## src/include/pm_cap_pkg.sv

```systemverilog
// constants and types for the power-state and capability block
`default_nettype none
package pm_cap_pkg;
    localparam logic [15:0] CAP_RESET = 16'h7601;
    localparam logic [7:0] CAP_OFFSET = 8'h00;
    localparam logic [7:0] CTRL_OFFSET = 8'h02;
    localparam int VER_LSB = 0;
    localparam int VER_MSB = 2;
    localparam int D1_BIT = 9;
    localparam int D2_BIT = 10;
    localparam int WAKE_LSB = 11;
    localparam int WAKE_MSB = 15;
    localparam int PARM_D1_BIT = 4;
    localparam int PARM_D2_BIT = 5;
    localparam int PARM_WAKE_LSB = 11;
    localparam int PARM_WAKE_MSB = 15;
    localparam int PME_EN_BIT = 8;
    localparam int PME_STS_BIT = 15;
    localparam logic [2:0] VER_1_0 = 3'h1;
    localparam logic [2:0] VER_1_1 = 3'h2;
    localparam logic [15:0] CTRL_RESET = 16'h0000;
    typedef enum logic [1:0]
    {
        PWR_D0 = 2'b00,
        PWR_D1 = 2'b01,
        PWR_D2 = 2'b10,
        PWR_D3 = 2'b11
    } power_level_t;
endpackage : pm_cap_pkg
`default_nettype wire

```

## src/rtl/pci_power_state_capability.sv

```systemverilog
// power-state sequencing and capability register for the pci function
`default_nettype none
module pci_power_state_capability
    import pm_cap_pkg::*;
(
    input wire logic mclk_i,
    input wire logic rst_n_i,
    input wire logic eeprom_valid_i,
    input wire logic [15:0] eeprom_bus_param_word_i,
    input wire logic spec_rev_1_1_i,
    input wire logic cfg_wr_i,
    input wire logic cfg_rd_i,
    input wire logic [7:0] cfg_addr_i,
    input wire logic [15:0] cfg_wdata_i,
    input wire logic aux_power_i,
    input wire logic wake_event_i,
    output logic [15:0] cfg_rdata_o,
    output logic [1:0] current_power_level_o,
    output logic io_mem_enable_o,
    output logic master_enable_o,
    output logic cfg_enable_o,
    output logic smbus_enable_o,
    output logic cfg_clear_o,
    output logic pme_n_o,
    output logic pme_oe_o
);
    // ----------------------------------------
    // input synchronisers
    // ----------------------------------------
    logic [2:0] sync1_r;
    logic [2:0] sync2_r;
    logic ee_valid_s;
    logic aux_s;
    logic wake_s;
    always_ff @(posedge mclk_i or negedge rst_n_i)
    begin
        if (!rst_n_i)
        begin
            sync1_r <= 3'h0;
            sync2_r <= 3'h0;
        end
        else
        begin
            sync1_r <= {eeprom_valid_i, aux_power_i, wake_event_i};
            sync2_r <= sync1_r;
        end
    end
    assign ee_valid_s = sync2_r[2];
    assign aux_s = sync2_r[1];
    assign wake_s = sync2_r[0];

    // ----------------------------------------
    // capability register
    // ----------------------------------------
    logic [15:0] power_capability_info_r;
    logic [15:0] cap_nxt;
    logic loaded_r;
    logic loaded_nxt;
    always_comb
    begin
        cap_nxt = power_capability_info_r;
        loaded_nxt = loaded_r;
        if (ee_valid_s && !loaded_r)
        begin
            loaded_nxt = 1'b1;
            cap_nxt[VER_MSB:VER_LSB] = spec_rev_1_1_i ? VER_1_1 : VER_1_0;
            cap_nxt[D1_BIT] = eeprom_bus_param_word_i[PARM_D1_BIT];
            cap_nxt[D2_BIT] = eeprom_bus_param_word_i[PARM_D2_BIT];
            cap_nxt[WAKE_MSB:WAKE_LSB] = eeprom_bus_param_word_i[PARM_WAKE_MSB:PARM_WAKE_LSB];
        end
        cap_nxt[8:3] = 6'h00;
    end
    always_ff @(posedge mclk_i or negedge rst_n_i)
    begin
        if (!rst_n_i)
        begin
            power_capability_info_r <= CAP_RESET;
            loaded_r <= 1'b0;
        end
        else
        begin
            power_capability_info_r <= cap_nxt;
            loaded_r <= loaded_nxt;
        end
    end

    // ----------------------------------------
    // power state and control
    // ----------------------------------------
    power_level_t level_r;
    power_level_t level_nxt;
    logic pme_en_r;
    logic pme_en_nxt;
    logic pme_sts_r;
    logic pme_sts_nxt;
    logic clear_r;
    logic clear_nxt;
    logic [15:0] rdata_r;
    logic [15:0] rdata_nxt;
    logic ctrl_wr;
    logic wake_ok;
    logic [1:0] req_level;
    assign ctrl_wr = cfg_wr_i && cfg_addr_i == CTRL_OFFSET;
    assign req_level = cfg_wdata_i[1:0];
    always_comb
    begin
        level_nxt = level_r;
        pme_en_nxt = pme_en_r;
        pme_sts_nxt = pme_sts_r;
        clear_nxt = 1'b0;
        rdata_nxt = rdata_r;
        wake_ok = 1'b0;
        unique case (level_r)
            PWR_D0: wake_ok = power_capability_info_r[WAKE_LSB];
            PWR_D1: wake_ok = power_capability_info_r[WAKE_LSB + 1];
            PWR_D2: wake_ok = power_capability_info_r[WAKE_LSB + 2];
            PWR_D3: wake_ok = aux_s ? power_capability_info_r[WAKE_LSB + 3]
                                    : 1'b0;
        endcase
        if (ctrl_wr)
        begin
            pme_en_nxt = cfg_wdata_i[PME_EN_BIT];
            if (cfg_wdata_i[PME_STS_BIT])
            begin
                pme_sts_nxt = 1'b0;
            end
            if (req_level == PWR_D0 || req_level == PWR_D3
                || (req_level == PWR_D1 && power_capability_info_r[D1_BIT])
                || (req_level == PWR_D2 && power_capability_info_r[D2_BIT]))
            begin
                level_nxt = power_level_t'(req_level);
                if (req_level == PWR_D3 && level_r != PWR_D3)
                begin
                    clear_nxt = 1'b1;
                end
            end
        end
        // set wins over clear
        if (wake_s && wake_ok)
        begin
            pme_sts_nxt = 1'b1;
        end
        if (cfg_rd_i)
        begin
            if (cfg_addr_i == CAP_OFFSET)
            begin
                rdata_nxt = power_capability_info_r;
            end
            else if (cfg_addr_i == CTRL_OFFSET)
            begin
                rdata_nxt = {pme_sts_r, 6'h00, pme_en_r, 6'h00, level_r};
            end
            else
            begin
                rdata_nxt = 16'h0000;
            end
        end
    end
    always_ff @(posedge mclk_i or negedge rst_n_i)
    begin
        if (!rst_n_i)
        begin
            level_r <= PWR_D0;
            pme_en_r <= 1'b0;
            pme_sts_r <= 1'b0;
            clear_r <= 1'b0;
            rdata_r <= CTRL_RESET;
        end
        else
        begin
            level_r <= level_nxt;
            pme_en_r <= pme_en_nxt;
            pme_sts_r <= pme_sts_nxt;
            clear_r <= clear_nxt;
            rdata_r <= rdata_nxt;
        end
    end

    // ----------------------------------------
    // bus enables and wake pin
    // ----------------------------------------
    logic io_en_r;
    logic cfg_en_r;
    logic smb_en_r;
    logic pme_drv_r;
    always_ff @(posedge mclk_i or negedge rst_n_i)
    begin
        if (!rst_n_i)
        begin
            io_en_r <= 1'b0;
            cfg_en_r <= 1'b0;
            smb_en_r <= 1'b0;
            pme_drv_r <= 1'b0;
        end
        else
        begin
            io_en_r <= level_nxt == PWR_D0;
            cfg_en_r <= 1'b1;
            smb_en_r <= level_nxt != PWR_D3 || aux_s;
            pme_drv_r <= pme_sts_nxt && pme_en_nxt;
        end
    end
    assign cfg_rdata_o = rdata_r;
    assign current_power_level_o = level_r;
    assign io_mem_enable_o = io_en_r;
    assign master_enable_o = io_en_r;
    assign cfg_enable_o = cfg_en_r;
    assign smbus_enable_o = smb_en_r;
    assign cfg_clear_o = clear_r;
    assign pme_n_o = 1'b0;
    assign pme_oe_o = pme_drv_r;

    // ----------------------------------------
    // checks
    // ----------------------------------------
    a_sleep_blocks_io: assert property (@(posedge mclk_i) disable iff (!rst_n_i)
        (level_r != PWR_D0) |-> !io_mem_enable_o)
        else $error("io enabled while asleep");
    a_d3_entry_clear: assert property (@(posedge mclk_i) disable iff (!rst_n_i)
        (level_r != PWR_D3 && level_nxt == PWR_D3) |=> cfg_clear_o)
        else $error("no config clear on D3 entry");
    a_d2_needs_flag: assert property (@(posedge mclk_i) disable iff (!rst_n_i)
        (level_nxt == PWR_D2 && level_r != PWR_D2) |-> power_capability_info_r[D2_BIT])
        else $error("D2 entered without support");
    a_cap_zero_bits: assert property (@(posedge mclk_i) disable iff (!rst_n_i)
        power_capability_info_r[8:3] == 6'h00)
        else $error("reserved capability bits set");
    a_wake_drives_pme: assert property (@(posedge mclk_i) disable iff (!rst_n_i)
        (wake_s && wake_ok && pme_en_r && !ctrl_wr) |=> pme_oe_o)
        else $error("wake event not signalled");
    a_cap_d1_load: assert property (@(posedge mclk_i) disable iff (!rst_n_i)
        (ee_valid_s && !loaded_r) |=> power_capability_info_r[D1_BIT] == $past(eeprom_bus_param_word_i[PARM_D1_BIT]))
        else $error("D1 support not loaded");
    a_cfg_always: assert property (@(posedge mclk_i) disable iff (!rst_n_i)
        $past(rst_n_i) |-> cfg_enable_o)
        else $error("config access blocked");
    a_d3cold_quiet: assert property (@(posedge mclk_i) disable iff (!rst_n_i)
        (level_nxt == PWR_D3 && !aux_s) |=> !smbus_enable_o)
        else $error("smbus active without aux power");
endmodule : pci_power_state_capability
`default_nettype wire

```

## config.mk

```make
export PLATFORM = sky130hd
export DESIGN_NAME = pci_power_state_capability
export DESIGN_NICKNAME = d
export VERILOG_FILES = /design/src/include/pm_cap_pkg.sv /design/src/rtl/pci_power_state_capability.sv
export SDC_FILE = /design/constraint.sdc
export NUM_CORES = 1
export LEC_CHECK = 0
export BUFFER_PORTS_ARGS = -buffer_cell sky130_fd_sc_hd__buf_2
export CORE_UTILIZATION = 49
export DETAILED_ROUTE_END_ITERATION = 10
export GPL_ROUTABILITY_DRIVEN = 0
export PLACE_DENSITY = 0.84
export SLEW_MARGIN = 20
export SYNTH_ARGS = -nofsm -noshare
export SYNTH_HDL_FRONTEND = slang
export SYNTH_SLANG_ARGS = --single-unit
```

## constraint.sdc

```tcl
create_clock -name mclk_i -period 2.5 [get_ports mclk_i]
set_clock_uncertainty 0.15 [all_clocks]
set_input_delay 0.375 -clock mclk_i [delete_from_list [all_inputs] [get_ports mclk_i]]
set_output_delay 0.375 -clock mclk_i [all_outputs]
set_load 0.05 [all_outputs]
```

Yosys cells after proc, flatten, opt, wreduce, memory -nomap -nowiden --
Index checks and enable logic that the tools add are counted.
Storage, ports and cells: input port bits 48, register bits after elaboration 42
Operators by class: reduce and logical (&&, ||, !) cells 16, multiplexer cells 14, equality and inequality tests 9
Operators with widths (number):
- $mux 16 | 2
- $eq 2x2->1 const B | 4
- $eq 8x2->1 const B | 1
- $logic_not 8->1 | 1
- $mux 1 | 8
- $logic_and 1x1->1 | 7
- $logic_not 2->1 | 3
- $mux 2 | 3
- $eq 2x1->1 const B | 2
- $logic_or 1x1->1 | 4
- $ne 2x2->1 const B | 2
- $pmux 1 s4 | 1
- $logic_not 1->1 | 1

Depth between registers and ports, before layout --
depth after elaboration 8, gate-level depth with buffers 5, depth with buffers taken out 5

Least setup slack after synthesis --
OpenSTA, ideal clock, no wires.
path type in2reg, start point input cfg_wdata_i[0], end point register level_r[0] (netlist: current_power_level_o[0]), stages on the path 5, library setup time 127 ps, required time 2223 ps, path slack 736 ps, arrival 1487 ps, cells stage by stage inv_1 > ha_1 > a221oi_2 > and3b_4 > mux2_1
Between the ends: word-level cells in the longest chain between the ends 6, elaborated cells on any way between the ends 11, those cells by class 3 x eq/ne; 2 x mux; 6 x reduce/logical
Ends and longest elaborated chain:
- from (decl) | RTL line pci_power_state_capability.sv:14 | input wire logic [15:0] cfg_wdata_i,
- $eq 2x2->1, or another cell as far along | RTL line pci_power_state_capability.sv:127 | if (req_level == PWR_D0 || req_level == PWR_D3
- $logic_or 1x1->1 or $logic_and 1x1->1 (tied branches) | RTL line pci_power_state_capability.sv:127, pci_power_state_capability.sv:128
- $logic_or 1x1->1 | RTL line pci_power_state_capability.sv:128 | || (req_level == PWR_D1 && power_capability_info_r[D1_BIT])
- $logic_or 1x1->1 | RTL line pci_power_state_capability.sv:129 | || (req_level == PWR_D2 && power_capability_info_r[D2_BIT]))
- $mux 2 (*) | RTL line pci_power_state_capability.sv:127
- $mux 2 (*) | RTL line pci_power_state_capability.sv:120 | if (ctrl_wr)
- net level_nxt[0] | RTL line pci_power_state_capability.sv:91 | power_level_t level_nxt;
- to (signal assigned) | RTL line pci_power_state_capability.sv:171 | level_r <= level_nxt;
- to (decl) | RTL line pci_power_state_capability.sv:90 | power_level_t level_r;
The timed path passes the listed nets; every way through them passes the cells marked *. A chain may end at the register's enable or synchronous reset.

Final worst setup path --
Ends and elaborated chain as after synthesis.

==> summary.md <==
| Metric | Value |
|---|---|
| Number of I/O pins | `73` |
| Worst skew pair latency | `~0.33 ns` |
| Status | `finished, violations left` |
| Initial antenna violation count | `0` |
| Final Core Density | `between 60% and 70%` |
| Layout cells sized above 1 | `41.3%` |
| Yosys top cell area share | `approximately 47%` |
| Yosys reg bits | `35` |
| Peak supply drop | `around 0.35 mV` |
| Sequential area share after synthesis | `57.6%` |
| Post-Synth Adder-Cell Area | `under 10%` |
| Synth async-reset ratio | `100%` |
| Fin crit share | `roughly two thirds` |
| Main combinational cell family by area after synthesis | `simple AND/OR/NAND/NOR gates` |
| Failing checks | `design-rule violations` |
| Tmin final | `between 1.5 and 2 ns` |
| DR WL/cell | `between 10 and 15 um` |
| Input/output buffers | `between 40 and 50` |
| ANT cells | `0` |
| Met3 Use GR | `around 4.7%` |
| RSZ-0062 raised after global routing | `false` |
| Largest cells by area after synthesis | `dfrtp_1 47%, dfstp_2 10%, mux2_2 5.9%, buf_4 3.9%, nand3_1 3.3%` |
| Cell type of the slowest stage on the worst timing path | `mux2_1` |
| Compound-gate portion of the synthesized area | `roughly 9.3%` |
| Post-synthesis cell area | `1530 um2` |
| Worst Setup Path Type | `input pin to register` |
| Via-per-instance ratio | `5.16` |
| MaxCap Viol Count | `0` |
| Clk root buf | `clkbuf_4` |
| Cts bufs inserted | `5` |
| Die height | `58.0 um` |
| Syn-to-layout area delta | `21.0%` |
| CTS tree | `yes` |
| Postcts setup bufs | `0` |
| First-pass GRT wire length | `approximately 4800 um` |
| Post-synth top area cell | `dfrtp_1` |
| Vias | `roughly 1,100` |
| Worst-case hold slack | `between 0.04 and 0.05 ns` |
| Gate Count Post-Synth | `128` |
| Gr busiest metal | `met2` |
| Drt pass-1 iters | `9` |
| Global routing usage on met2 | `around 36%` |
| EDFF count, synth | `0` |
| Startpoint types | `input pin` |
| Worst Tran Pin Value | `between 0.7 and 0.8 ns` |
| Hold WC Path Type | `input pin to register` |
| DP HPWL | `about 2200 um` |
| Data arrival time of the critical path | `1.76 ns` |
| Die W | `58.0 um` |
| Crit path required time | `2.56 ns` |
| Synth cell count leaders | `29 x dfrtp_1, 13 x inv_1, 10 x nand3_1` |
| CTS clock-pin slew for the worst setup and hold paths | `approximately 0.10 ns` |
| Synth Area in XOR/XNOR | `0%` |
| Count of pins over their slew limit | `0` |
| Most numerous cell in the Yosys netlist | `dfrtp_1` |
| Routed Antenna Nets | `0` |
| GRT Overall Usage | `between 15 and 20%` |
| P_leak | `about 0.90 nW` |
| Simple-gate share of the synthesized area | `13.4%` |
| DR DRC count | `3` |
| Grt total ovfl | `0` |
| Largest net degree at the start of global routing | `36` |
| Drt initial violations | `between 40 and 50` |
| Prevailing post-synth register cell | `dfrtp_1` |
| Syn avg cell area | `around 12 um2` |
| WL final | `between 2000 and 3000 um` |
| Library cells used by synthesis | `37` |
| Setup TNS | `0 ns` |
| Final hold vios | `0` |
| CP peak stage delay | `around 0.32 ns` |
| Yosys warnings | `0` |
| Die area | `between 3000 and 4000 um2` |
| Pwr dens | `about 600 nW/um2` |
| Critical Path, Cell by Cell | `buf_2 -> inv_1 -> ha_1 -> a221oi_2 -> and3b_4 -> mux2_1` |
| CP max FO | `6` |
| GRT met1 Usage | `between 20 and 25%` |
| Fmax | `between 0.5 and 0.6 GHz` |
| Final #Nets | `roughly 230` |
| Clock Sinks | `35` |
| Initial Utilization | `53.8%` |
| Post-synthesis mux area share | `between 8 and 9%` |
| Rows | `19` |
| Rel. slew slack | `51.5%` |
| Core area | `2850 um2` |
| Post-CTS Resized | `0` |
| CTS Buffer Depth | `2` |
| Setup violators final | `0` |
| Vias in the first global route | `1,109` |
| # H-tree levels | `2` |
| Worst Setup End Kind | `register` |
## worst max-delay path, delay by kind of cell
family / cells / cell delay (ns)
and+or+nand+nor: 1 / 0.27
muxes: 1 / 0.32
buffers and inverters: 2 / 0.19
adders and majority gates: 1 / 0.30
AOI/OAI and AO/OA: 1 / 0.31
## worst paths after layout
path	startpoint	end	slack [ns]	depth (start not counted)
setup / recovery	cfg_wdata_i[0]	current_power_level_o[0]	0.80	6
hold / removal	spec_rev_1_1_i	power_capability_info_r[0]	0.05	2
setup reg to reg	power_capability_info_r[10]	current_power_level_o[0]	0.86	3
hold reg to reg	sync1_r[0]	sync2_r[0]	0.21	0
max in group asynchronous	rst_n_i	pme_en_r	1.25	2
min in group asynchronous	rst_n_i	cfg_rdata_o[1]	0.48	2
## area by class of cell
class                      count  area [um2]
fill                         213         997
sequential                    35         883
multi-input combinational     74         548
timing repair buffer          49         268
clock buffer                   8        68.8
inverter                      13        48.8
tap                           31        38.8
## cell usage in the layout, fill, tap and decap left out, types with 2 or more instances in the layout
cell and count:
dfrtp_1 29, dlygate4sd3_1 4, conb_1 8, ha_1 3, o21ai_0 8, nand2_1 3, a21oi_1 3, clkbuf_8 2
nand3_1 10, buf_2 44, nor2b_1 2, mux2i_1 2, clkbuf_4 5, dfstp_2 6, inv_1 13, mux2_1 2
nor2_1 3, a22oi_1 3, mux2_2 8
## layer usage
| metal | vias up | wire [um] |
|---|---|---|
| li1 | 529 | - |
| met4 | 0 | 43 |
| met5 | - | 0 |
| met2 | 28 | 1590 |
| met1 | 522 | 1110 |
| met3 | 5 | 106 |
## metrics by stage
stage	instance area (um2)	setup slack [ns]	cells	total power, W
finish	1860	0.797	210	0.00112
global route	1860	0.738	210	0.00117
CTS	1860	0.804	210	0.00113
detailed placement	1750	0.454	198	0.000782
global placement	1750	0.508	198	0.000775
floorplan	1560	0.736	134	0.000735
## state kept, by name (all words and copies together), names as in the netlist
signal                   count
pme_en_r                     1
loaded_r                     1
current_power_level_o        2
pme_sts_r                    1
io_mem_enable_o              1
cfg_enable_o                 1
sync1_r                      3
smbus_enable_o               1
sync2_r                      3
cfg_clear_o                  1
cfg_rdata_o                 10
pme_oe_o                     1
power_capability_info_r      9
## report_power, final
part           leakage, nW  internal [W]  switching, W
Sequential           0.422      0.000604     0.0000205
Combinational        0.438     0.0000505      0.000100
Clock               0.0386      0.000166      0.000175
## cell families (layout without fill, tap and decap cells)
logic type / Yosys count / count (layout)
flip-flops: 35 / 35
AND/OR/NAND/NOR: 30 / 30
buffers and inverters: 25 / 70
AO/OA/AOI/OAI: 21 / 21
multiplexers: 12 / 12
adder cells (fa/ha/maj): 3 / 3
other: 2 / 8
## timing repair
action / CTS / global route
hold buffers: 4 / 0
endpoints found under the hold margin: 32 / 0
setup endpoints to repair: 0 / 0
Power figures use the tool's default switching activity.
